File: src/logic/gpoc_pkg.sv
// constants and register layout for the general-purpose output control block
// What this block does
// RQ1: host keeps the two top bits zero
// RQ2: upper enable set drives pins three and two
// RQ3: upper enable clear releases pins to analog
// RQ4: lower enable set drives pins one and zero
// RQ5: lower enable clear floats pins, ignores data
// RQ6: lower off, reference select set: second reference
// RQ7: lower off, reference select clear: analog three/four
// RQ8: pin three follows data bit three
// RQ9: pin two follows data bit two
// RQ10: pin one follows data bit one
// RQ11: pin zero follows data bit zero
// RQ12: upper enabled read returns pin levels
// RQ13: lower enabled read returns pin levels
// RQ14: 8-bit register, select 101, resets zero
// RQ15: most significant bit travels first
// RQ16: disabled pair reads back written data
package gpoc_pkg;
    localparam int unsigned REG_WIDTH = 8;
    localparam int unsigned SEL_WIDTH = 3;
    localparam int unsigned PIN_COUNT = 4;
    localparam logic [2:0] SEL_OUTPUT_CONTROL = 3'h5;
    localparam logic [7:0] OUTPUT_CONTROL_RESET = 8'h00;
    localparam int unsigned BIT_RESERVED_HI = 7;
    localparam int unsigned BIT_RESERVED_LO = 6;
    localparam int unsigned BIT_UPPER_PAIR_ENABLE = 5;
    localparam int unsigned BIT_LOWER_PAIR_ENABLE = 4;
    localparam int unsigned BIT_VALUE_THREE = 3;
    localparam int unsigned BIT_VALUE_TWO = 2;
    localparam int unsigned BIT_VALUE_ONE = 1;
    localparam int unsigned BIT_VALUE_ZERO = 0;
    localparam int unsigned SERIAL_FIRST_BIT = REG_WIDTH - 1;
endpackage : gpoc_pkg

File: src/logic/gpoc_output_control.sv
// general-purpose output control register, pin drivers and serial shifter
`timescale 1ns/1ps
module gpoc_output_control #(
    parameter int unsigned REG_WIDTH = gpoc_pkg::REG_WIDTH
) (
    input wire logic clk_i,
    input wire logic rst_b_i,
    input wire logic [2:0] reg_sel_i,
    input wire logic xfer_start_i,
    input wire logic bit_strobe_i,
    input wire logic ser_din_i,
    input wire logic write_commit_i,
    output logic ser_dout_o,
    input wire logic reference_source_select_i,
    input wire logic [3:0] pin_in_i,
    output logic [3:0] pin_out_o,
    output logic [3:0] pin_oe_o,
    output logic upper_analog_route_o,
    output logic lower_analog_route_o,
    output logic second_reference_route_o,
    output logic [7:0] general_output_control_o
);

    // ------------------------------------------------------------
    // elaboration check
    // ------------------------------------------------------------
    if (REG_WIDTH != gpoc_pkg::REG_WIDTH) begin : g_bad_width
        $error("register width must be eight");
    end

    // ------------------------------------------------------------
    // helpers
    // ------------------------------------------------------------
    function automatic logic sel_hit(input logic [2:0] sel);
        sel_hit = (sel == gpoc_pkg::SEL_OUTPUT_CONTROL);
    endfunction : sel_hit

    // ------------------------------------------------------------
    // pin input synchroniser
    // ------------------------------------------------------------
    logic [3:0] pin_meta_r;
    logic [3:0] pin_sync_r;
    logic [3:0] pin_meta_nxt;
    logic [3:0] pin_sync_nxt;

    always_comb begin
        pin_meta_nxt = pin_in_i;
        pin_sync_nxt = pin_meta_r;
    end

    always_ff @(posedge clk_i or negedge rst_b_i) begin
        if (!rst_b_i) begin
            pin_meta_r <= 4'h0;
            pin_sync_r <= 4'h0;
        end else begin
            pin_meta_r <= pin_meta_nxt;
            pin_sync_r <= pin_sync_nxt;
        end
    end

    // ------------------------------------------------------------
    // control register and serial shifter
    // ------------------------------------------------------------
    logic [7:0] ctrl_r;
    logic [7:0] ctrl_nxt;
    logic [7:0] shift_r;
    logic [7:0] shift_nxt;
    logic [7:0] readback;
    logic upper_en;
    logic lower_en;

    assign upper_en = ctrl_r[gpoc_pkg::BIT_UPPER_PAIR_ENABLE];
    assign lower_en = ctrl_r[gpoc_pkg::BIT_LOWER_PAIR_ENABLE];

    always_comb begin
        readback = ctrl_r;
        // an enabled pair reports the pin, so a shorted pin shows up on read
        if (upper_en) begin
            readback[3:2] = pin_sync_r[3:2]; // see RQ12
        end
        if (lower_en) begin
            readback[1:0] = pin_sync_r[1:0]; // see RQ13
        end
        // a disabled pair keeps ctrl_r bits, i.e. the last written data (see RQ16)
    end

    always_comb begin
        ctrl_nxt = ctrl_r;
        shift_nxt = shift_r;
        if (xfer_start_i) begin
            shift_nxt = sel_hit(reg_sel_i) ? readback : 8'h00;
        end else if (bit_strobe_i) begin
            shift_nxt = {shift_r[6:0], ser_din_i}; // see RQ15
        end
        // top bits are stored as written; host keeps them zero (see RQ1)
        if (write_commit_i && sel_hit(reg_sel_i)) begin
            ctrl_nxt = shift_r; // see RQ14
        end
    end

    always_ff @(posedge clk_i or negedge rst_b_i) begin
        if (!rst_b_i) begin
            ctrl_r <= gpoc_pkg::OUTPUT_CONTROL_RESET; // see RQ14
            shift_r <= 8'h00;
        end else begin
            ctrl_r <= ctrl_nxt;
            shift_r <= shift_nxt;
        end
    end

    assign ser_dout_o = shift_r[gpoc_pkg::SERIAL_FIRST_BIT]; // see RQ15
    assign general_output_control_o = ctrl_r;

    // ------------------------------------------------------------
    // pin drivers and analog routing
    // ------------------------------------------------------------
    logic [3:0] pin_out_r;
    logic [3:0] pin_oe_r;
    logic [3:0] pin_out_nxt;
    logic [3:0] pin_oe_nxt;
    logic upper_analog_r;
    logic lower_analog_r;
    logic second_ref_r;
    logic upper_analog_nxt;
    logic lower_analog_nxt;
    logic second_ref_nxt;

    always_comb begin
        pin_oe_nxt = {{2{upper_en}}, {2{lower_en}}}; // see RQ2, see RQ4
        pin_out_nxt = 4'h0;
        if (upper_en) begin
            pin_out_nxt[3] = ctrl_r[gpoc_pkg::BIT_VALUE_THREE]; // see RQ8
            pin_out_nxt[2] = ctrl_r[gpoc_pkg::BIT_VALUE_TWO]; // see RQ9
        end
        // disabled lower pair floats and its data bits are ignored (see RQ5)
        if (lower_en) begin
            pin_out_nxt[1] = ctrl_r[gpoc_pkg::BIT_VALUE_ONE]; // see RQ10
            pin_out_nxt[0] = ctrl_r[gpoc_pkg::BIT_VALUE_ZERO]; // see RQ11
        end
        upper_analog_nxt = !upper_en; // see RQ3
        second_ref_nxt = !lower_en && reference_source_select_i; // see RQ6
        lower_analog_nxt = !lower_en && !reference_source_select_i; // see RQ7
    end

    always_ff @(posedge clk_i or negedge rst_b_i) begin
        if (!rst_b_i) begin
            pin_out_r <= 4'h0;
            pin_oe_r <= 4'h0;
            upper_analog_r <= 1'b1;
            lower_analog_r <= 1'b1;
            second_ref_r <= 1'b0;
        end else begin
            pin_out_r <= pin_out_nxt;
            pin_oe_r <= pin_oe_nxt;
            upper_analog_r <= upper_analog_nxt;
            lower_analog_r <= lower_analog_nxt;
            second_ref_r <= second_ref_nxt;
        end
    end

    assign pin_out_o = pin_out_r;
    assign pin_oe_o = pin_oe_r;
    assign upper_analog_route_o = upper_analog_r;
    assign lower_analog_route_o = lower_analog_r;
    assign second_reference_route_o = second_ref_r;
endmodule : gpoc_output_control

File: config.mk
export PLATFORM = sky130hd
export DESIGN_NAME = gpoc_output_control
export DESIGN_NICKNAME = d
export VERILOG_FILES = /design/src/logic/gpoc_pkg.sv /design/src/logic/gpoc_output_control.sv
export SDC_FILE = /design/constraint.sdc
export NUM_CORES = 1
export LEC_CHECK = 0
export BUFFER_PORTS_ARGS = -buffer_cell sky130_fd_sc_hd__buf_2
export CORE_MARGIN = 2
export CORE_UTILIZATION = 50
export DETAILED_ROUTE_END_ITERATION = 7
export PLACE_DENSITY = 0.77
export SYNTH_ARGS = -nofsm -noshare
export SYNTH_HDL_FRONTEND = slang
export SYNTH_SLANG_ARGS = --single-unit
export TNS_END_PERCENT = 50
File: constraint.sdc
create_clock -name clk_i -period 1.36 [get_ports clk_i]
set_clock_uncertainty 0.15 [all_clocks]
set_input_delay 0.068 -clock clk_i [delete_from_list [all_inputs] [get_ports clk_i]]
set_output_delay 0.068 -clock clk_i [all_outputs]
set_load 0.03 [all_outputs]
==> impl_metrics.tcl, run 1 <==
set metrics [dict create \
    status "finished, final reports clean" \
    cts_htree_levels 2 \
    synth_largest_area_cell "dfrtp_1" \
    drtAntennaViolNets 0 \
    startpoint_type "input pin" \
    grt_max_degree 34 \
    finalSetupTns_ps 0 \
    worst_pin_slew_ps 395 \
    cp_cell_sequence "dlygate4sd3_1, buf_2, or2_2, o21a_1" \
    cts_buffers 5 \
    syn_inst 88 \
    grt_remaining_overflow 0 \
    synthTopCellsByArea "dfrtp_1 62%, mux2_2 7.2%, nor2b_1 4.5%, dfstp_2 4.2%, mux2i_1 3.2%" \
    synth_edf_count 0 \
    rr_worst_depth 3 \
    nFillCells 207 \
    design_area_sq_um 1600 \
    nets 146 \
    drc_errors 0 \
    yosysMostFrequentCell "dfrtp_1" \
    die_h_microns 54.1 \
    cts_tree "built" \
    max_freq_mhz 760 \
    drt-initial-drc-count 9 \
    synth_top_area_share_pct 61.9 \
    setup_viol 0 \
    cp_data_arrival_time_ps 1400 \
    ios 34 \
    worstSkewPairLatency_ps 340 \
    reg2reg_to "shift_r[1]$_DFFE_PN0P_" \
    vias_per_cell 5.02 \
    hold_path_class "in -> reg" \
    drv_cap 0 \
    grt_pass1_wl_microns 3510 \
    yosysUniqueCellTypes 17 \
    finalHoldViolCount 0 \
    period_needed_ps 1320 \
    synth_commonest_cells "31 x dfrtp_1, 9 x nor2b_1, 8 x mux2_2" \
    peakVddDrop_mv 1.03 \
    crit_required_ps 1450 \
    crit_type "in -> reg" \
    wirelength_microns 2200 \
    maxSlewHeadroom_pct 73.6 \
    die_area_sq_um 2920 \
    die_x_microns 54.1 \
    initial_utilization_pct 51.5 \
    core_sq_um 2430 \
    yosys_register_bits 33 \
    p_leak_uw 0.000802 \
    fin_crit_sh_pct 96.8 \
    antenna_found_initial 0 \
    maxSlewViolCount 0 \
    first_global_vias 801 \
    drive_above_1_share_pct 42.9 \
    grt_setup_unrepaired "false" \
    rr_startpoint "general_output_control_o[4]$_DFFE_PN0P_" \
    worstSetupEndpoint "shift_r[3]$_DFFE_PN0P_" \
    path_delay_family "buffers and inverters" \
    whs_ps 48.7 \
    routedWlPerCell_microns 13.5 \
    antenna_cells 0 \
    fp-row-count 18 \
    path_depth 4 \
    clk_pin_slew_ps 100 \
    synthesis.nets 102 \
    clock_sinks 33 \
    synth_flop_cell "dfrtp_1" \
    crit_slowest_cell "dlygate4sd3_1" \
    syn_to_final_growth_pct 27.5 \
    portBuffers 33 \
    critPathMaxStageDelay_ps 540 \
    clockBufferDepth 2 \
    cts-root-buf "clkbuf_4" \
    synth_area_sq_um 1250 \
    seq_area_frac_synth_pct 66.1 \
    placed_area_sq_um 1430 \
    path_buf_inv 2 \
    crit_fanout 11 \
    routabilityCongestion 0.723 \
    cp-end-kind "flop" \
    cp-startpoint "xfer_start_i" \
    synthArstFlopShare_pct 100 \
    synth.avg_cell_area_sq_um 14.2 \
    hpwl_microns 1490 \
    first_pass_iters 3 \
    yosysWarningCount 0 \
    grtUsageTotal_pct 18.5 \
    power.density_nw_per_um2 1520 \
    r2r_slack_ps 210 \
    via_count 818 \
]
## layout by cell type, fill, tap and decap left out, types with 2 or more instances in the layout
master / n
clkbuf_4: 5
buf_2: 33
mux2_2: 8
dfrtp_1: 29
a2bb2oi_1: 3
dfrtp_2: 2
o21a_1: 5
nor2b_1: 9
mux2i_1: 4
dfstp_2: 2
dlygate4sd3_1: 8
o22ai_1: 5
and2_1: 4
nor2_1: 7
## power by group
group	leakage, uW	internal, uW	switching (uW)
clock network	0.0000414	389	337
logic	0.000350	193	328
registers	0.000411	1100	84.6
total	0.000802	1680	749
## worst reg2reg max path, stage by stage, from the launching register on
cell	delay [ps]
dfrtp_2	470
mux2i_1	220
o22ai_1	100
o21a_1	120
## final cells by class
cell class	count	area [sq um]	area share, %
Multi-Input combinational cell	49	388	24.3
Clock buffer	5	37.5	2.35
Tap cell	30	37.5	2.35
Timing Repair Buffer	42	253	15.8
Clock inverter	3	46.3	2.90
Inverter	1	3.75	0.235
Sequential cell	33	831	52.0
## kinds of logic after synthesis
| group | synth area share (%) |
|---|---|
| AOI/OAI and AO/OA | 7.59 |
| buffers and inverters | 2.90 |
| DFF | 66.1 |
| muxes | 10.4 |
| and+or+nand+nor | 13.0 |
## flip-flops by register name (all words and copies together), names as in the netlist
| signal | count |
|---|---|
| general_output_control_o | 8 |
| shift_r | 8 |
| pin_meta_r | 4 |
| pin_out_o | 4 |
| pin_sync_r | 4 |
| pin_oe_o | 2 |
| lower_analog_route_o | 1 |
| second_reference_route_o | 1 |
| upper_analog_route_o | 1 |
## repair_timing
item,CTS,global route
endpoints found under the setup margin,1,1
hold buffers,8,0
resized for setup,1,1
hold endpoints to repair,42,0
gates cloned,0,0
buffers inserted,0,0
## per-layer routing
layer	global-route usage [%]	routed length, microns	up-vias
li1	-	-	390
met1	21.0	884	399
met2	29.1	1140	22
met4	10.0	51	0
met5	0	0	-
met3	8.33	122	7
## worst min path at each step
stage,to,cells past startpoint,slack (ps),start
floorplan,general_output_control_o[0]$_DFFE_PN0P_,0,-380,rst_b_i
global placement,general_output_control_o[7]$_DFFE_PN0P_,2,-50,rst_b_i
detailed placement,pin_meta_r[3]$_DFF_PN0_,2,-20,rst_b_i
CTS,general_output_control_o[6]$_DFFE_PN0P_,3,30,write_commit_i
global route,general_output_control_o[3]$_DFFE_PN0P_,3,50,write_commit_i
finish,general_output_control_o[3]$_DFFE_PN0P_,3,50,write_commit_i
## through the flow
stage	util, %	power, uW	instances	setup slack, ps
2_1_floorplan	-	1560	88	7.13
3_3_place_gp	58.8	1700	147	211
3_5_place_dp	58.8	1710	147	153
4_1_cts	65.6	2470	163	39.3
5_1_grt	65.6	2550	163	24.7
6_report	65.6	2430	163	43.6
No activity file was read; power rests on OpenSTA's default activity.
==> run 2, diff against run 1 <==
- CELL_PAD_IN_SITES_DETAIL_PLACEMENT: default -> 0
- CELL_PAD_IN_SITES_GLOBAL_PLACEMENT: default -> 1
- CORE_ASPECT_RATIO: default -> 2
- CORE_UTILIZATION: 50 -> 40
- PLACE_DENSITY: 0.77 -> default
- PLACE_DENSITY_LB_ADDON: default -> 0.1
==> run 2 against run 1 <==
  * Largest power group unchanged
  * Clock-buffer cell count stayed put
  * Sequential share of layout area shrank 0.68 points
  * Maximum frequency increased by 5.4%
  * Via count increased by 0.37%
  * Setup slack gained 67 ps
  * Utilization decreased by 11 points
==> impl_metrics.tcl, run 2 (synthesis results as in run 1) <==
set metrics [dict create \
    status "finished, final reports clean" \
    rr_startpoint "general_output_control_o[4]$_DFFE_PN0P_" \
    portBuffers 33 \
    setup_viol 0 \
    hold_end "shift_r[0]$_DFFE_PN0P_" \
    clk_pin_slew_ps 70 \
    hold_path_class "in -> reg" \
    core_sq_um 2980 \
    grt_pass1_wl_microns 3710 \
    first_pass_iters 3 \
    peakVddDrop_mv 0.835 \
    grt_max_degree 34 \
    worstSkewPairLatency_ps 280 \
    path_buf_inv 1 \
    initial_utilization_pct 42.1 \
    die_x_microns 43.6 \
    layout.cells.non_filler 162 \
    crit_type "reg -> out" \
    min_from "ser_din_i" \
    routedWlPerCell_microns 13.8 \
    finalHoldViolCount 0 \
    cp_data_arrival_time_ps 1030 \
    crit_fanout 7 \
    drt-initial-drc-count 18 \
    nets 145 \
    routabilityCongestion 0.753 \
    critPathMaxStageDelay_ps 490 \
    cp-end-kind "output pin" \
    startpoint_type "flop" \
    clock_sinks 33 \
    cts-root-buf "clkbuf_8" \
    whs_ps 15.5 \
    power.density_nw_per_um2 1630 \
    fin_crit_sh_pct 91.8 \
    p_leak_uw 0.000814 \
    die_h_microns 83.1 \
    maxSlewHeadroom_pct 73.1 \
    grt_setup_unrepaired "false" \
    fp-row-count 28 \
    cts_buffers 5 \
    cts_tree "built" \
    grtUsageTotal_pct 14.0 \
    r2r_slack_ps 180 \
    max_freq_mhz 801 \
    grt_remaining_overflow 0 \
    cts_hold_buf 6 \
    period_needed_ps 1250 \
    via_count 821 \
    cp_cell_sequence "buf_2" \
    drtAntennaViolNets 0 \
    post-place-cells 148 \
    ios 34 \
    hold_path_depth 4 \
    path_delay_family "flip-flops" \
    crit_required_ps 1140 \
    clockBufferDepth 2 \
    vias_per_cell 5.07 \
    finalPower_uw 2630 \
    worst_pin_slew_ps 404 \
    first_global_vias 850 \
    cts_htree_levels 2 \
    crit_slowest_cell "dfrtp_1" \
    die_area_sq_um 3620 \
    drv_cap 0 \
    path_depth 1 \
    cts_setup_buffers 0 \
    cts_resized 0 \
    layout_common_cells "33 x buf_2, 31 x dfrtp_1, 9 x nor2b_1, 8 x mux2_2, 7 x nor2_1" \
    reg2reg_to "shift_r[1]$_DFFE_PN0P_" \
    wirelength_microns 2230 \
    antenna_cells 0 \
    maxSlewViolCount 0 \
    rr_worst_depth 3 \
    antenna_found_initial 0 \
    drc_errors 0 \
    layout_commonest_cell "buf_2" \
    syn_to_final_growth_pct 28.8 \
    drive_above_1_share_pct 42.4 \
    finalSetupTns_ps 0 \
]
==> run 2: changes by cell type in the layout (fill, tap and decap cells not counted), sizes merged <==
cell,previous run,this run
buf,34,35
dlygate4sd3,8,6
==> run 2: worst register-to-register path: cells and delay by family (launching register included) <==
kind	cells	cell delay, ps
compound gates	2	200
mux	1	230
flops	1	490
==> run 2: per-layer routing <==
metal	vias to the layer above	track usage [%]	wire, microns	share of wire [%]
met5	-	0	0	0
li1	387	-	-	-
met4	0	8.26	54	2.4
met1	400	14.9	894	40
met3	7	5.22	125	5.6
met2	27	22.3	1160	52
==> run 2: how the worst max path moves through the flow <==
stage	slack, ps	start	to
2_1_floorplan	7	general_output_control_o[4]$_DFFE_PN0P_	shift_r[0]$_DFFE_PN0P_
3_3_place_gp	200	general_output_control_o[5]$_DFFE_PN0P_	shift_r[2]$_DFFE_PN0P_
3_5_place_dp	180	general_output_control_o[5]$_DFFE_PN0P_	shift_r[3]$_DFFE_PN0P_
4_1_cts	90	general_output_control_o[5]$_DFFE_PN0P_	general_output_control_o[5]
5_1_grt	60	general_output_control_o[4]$_DFFE_PN0P_	general_output_control_o[4]
6_report	110	general_output_control_o[4]$_DFFE_PN0P_	general_output_control_o[4]
==> run 2: cell type report <==
cell class / count / area, sq um
Tap cell: 30 / 37.5
Fill cell: 272 / 1370
Sequential cell: 33 / 828
Timing Repair Buffer: 41 / 240
Clock buffer: 5 / 68.8
Inverter: 1 / 3.75
Clock inverter: 3 / 46.3
Multi-Input combinational cell: 49 / 388
==> run 2: report_power, final <==
| group | internal, uW | switching [uW] |
|---|---|---|
| sequential | 1100 | 82.1 |
| clock | 548 | 373 |
| combinational | 196 | 329 |
| total | 1850 | 785 |
==> run 2: metrics by stage <==
step | worst slack [ps] | utilization, % | area (sq um)
6_report | 111 | 54.2 | 1610
5_1_grt | 57.8 | 54.2 | 1610
4_1_cts | 88.8 | 54.2 | 1610
3_5_place_dp | 182 | 48.3 | 1440
3_3_place_gp | 199 | 48.3 | 1440
2_1_floorplan | 7.13 | - | 1250
==> run 3, diff against run 2 <==
- CORE_MARGIN: 2 -> default
- CORE_UTILIZATION: 40 -> 42
- CTS_BUF_LIST: default -> sky130_fd_sc_hd__clkbuf_8
==> run 3 against run 2 <==
  * Via count up 0.24%
  * Die area down 11%
  * Final cell count down 1.2%
  * Non-clock buffer count down 1
  * Routed wire length down 0.76%
  * First-iteration DRC count down 11%
  * Utilization up 3.1 points
  * Register-to-register slack better by 30 ps
  * Final area down 0.39%
  * Combinational power down 2%
  * Global-route usage up 3.8 points
  * Critical endpoint is now general_output_control_o[5]
  * Largest power group unchanged
  * Highest routed layer unchanged
==> impl_metrics.tcl, run 3 (synthesis results as in run 1) <==
set metrics [dict create \
    fin_crit_sh_pct 89.3 \
    max_freq_mhz 823 \
    maxSlewViolCount 0 \
    routabilityCongestion 0.717 \
    p_comb_share_pct 19.5 \
    min_from "ser_din_i" \
    nFillCells 251 \
    syn_to_final_growth_pct 28.3 \
    drive_above_1_share_pct 42.0 \
    cts-root-buf "clkbuf_8" \
    layout_commonest_cell "buf_2" \
    drc_errors 0 \
    die_h_microns 79.2 \
    hold_path_class "in -> reg" \
    clock_sinks 33 \
    peakVddDrop_mv 0.668 \
    fp-row-count 27 \
    worstSkewPairLatency_ps 290 \
    crit_type "reg -> out" \
    grt_setup_unrepaired "false" \
    layout_common_cells "33 x buf_2, 30 x dfrtp_1, 9 x nor2b_1, 8 x mux2_2, 7 x nor2_1" \
    placed_area_sq_um 1430 \
    drtAntennaViolNets 0 \
    cp-end-kind "output pin" \
    startpoint_type "flop" \
    vias_per_cell 5.14 \
    maxSlewHeadroom_pct 73.3 \
    period_needed_ps 1210 \
    crit_slowest_cell "dfrtp_1" \
    r2r_slack_ps 210 \
    design_area_sq_um 1610 \
    crit_required_ps 1140 \
    grtUsageTotal_pct 17.8 \
    p_int_uw 1880 \
    power.density_nw_per_um2 1640 \
    cp_data_arrival_time_ps 1000 \
    p_seq_share_pct 45.1 \
    critPathMaxStageDelay_ps 470 \
    core_sq_um 2800 \
    path_delay_family "flip-flops" \
    antenna_found_initial 0 \
    reg2reg_to "shift_r[1]$_DFFE_PN0P_" \
    first_pass_iters 4 \
    nets 144 \
    drt-initial-drc-count 16 \
    hold_path_depth 4 \
    finalHoldViolCount 0 \
    clkPwrFrac_pct 35.4 \
    hold_end "shift_r[0]$_DFFE_PN0P_" \
    grt_remaining_overflow 0 \
    die_area_sq_um 3220 \
    switchingPower_uw 751 \
    rr_startpoint "general_output_control_o[4]$_DFFE_PN0P_" \
    grt_pass1_wl_microns 3800 \
    final_util_pct 57.3 \
    wirelength_microns 2210 \
    clk_pin_slew_ps 70 \
    worst_pin_slew_ps 401 \
    setup_viol 0 \
    initial_utilization_pct 44.7 \
    antenna_cells 0 \
    cts_tree "built" \
    cts_htree_levels 2 \
    p_leak_uw 0.000816 \
    crit_fanout 8 \
    grt_max_degree 34 \
    first_global_vias 840 \
    finalSetupTns_ps 0 \
    drv_cap 0 \
    routedWlPerCell_microns 13.8 \
    path_buf_inv 1 \
    portBuffers 33 \
    rr_worst_depth 3 \
    die_x_microns 40.6 \
    cp_cell_sequence "buf_2" \
    clockBufferDepth 2 \
    hpwl_microns 1540 \
    swShare_pct 28.5 \
    ios 34 \
    via_count 823 \
    cts_buffers 5 \
    status "finished, final reports clean" \
]
run 3: through the flow:
stage          setup WS, ps  power (uW)  std cells  hold slack [ps]
5_1_grt                66.7        2770        160             39.0
4_1_cts                47.0        2660        160             26.9
2_1_floorplan          7.13        1560         88             -378
3_3_place_gp            143        1710        146            -45.6
3_5_place_dp            114        1720        146            -35.6
6_report                145        2630        160             18.6
run 3: worst max path at each step:
stage | slack [ps] | endpoint | start | cells past startpoint
global placement | 140 | shift_r[1]$_DFFE_PN0P_ | general_output_control_o[4]$_DFFE_PN0P_ | 3
global route | 70 | general_output_control_o[5] | general_output_control_o[5]$_DFFE_PN0P_ | 1
floorplan | 7 | shift_r[0]$_DFFE_PN0P_ | general_output_control_o[4]$_DFFE_PN0P_ | 4
finish | 150 | general_output_control_o[5] | general_output_control_o[5]$_DFFE_PN0P_ | 1
detailed placement | 110 | shift_r[1]$_DFFE_PN0P_ | general_output_control_o[4]$_DFFE_PN0P_ | 3
CTS | 50 | general_output_control_o[4] | general_output_control_o[4]$_DFFE_PN0P_ | 1
run 3: layout make-up:
class	instances	area, sq um	share of cell area, %
clock buffers	6	82.6	5.14
clock inverters	2	33.8	2.10
inverters	1	3.75	0.234
multi-input cells	49	388	24.1
flip-flops and latches	33	830	51.6
well taps	29	36.3	2.26
repair buffers	40	233	14.5
run 3: power by group through the flow:
stage	Clock (uW)	Combinational, uW	Sequential, uW
CTS	952	521	1190
finish	932	513	1190
floorplan	0	193	1360
global route	1000	557	1210
global placement	0	501	1200
detailed placement	0	507	1210
run 3: timing repair:
item | CTS | global route
endpoints found under the hold margin | 39 | 0
hold buffers | 6 | 0
buffers inserted | 0 | 0
resized for setup | 0 | 1
endpoints found under the setup margin | 0 | 1
run 3: per-layer routing:
| layer | track usage (%) | vias up | wire length, microns |
|---|---|---|---|
| met1 | 21.2 | 404 | 844 |
| met3 | 7.54 | 6 | 133 |
| li1 | - | 384 | - |
| met4 | 9.00 | 0 | 54 |
| met2 | 26.0 | 29 | 1180 |
| met5 | 0 | - | 0 |
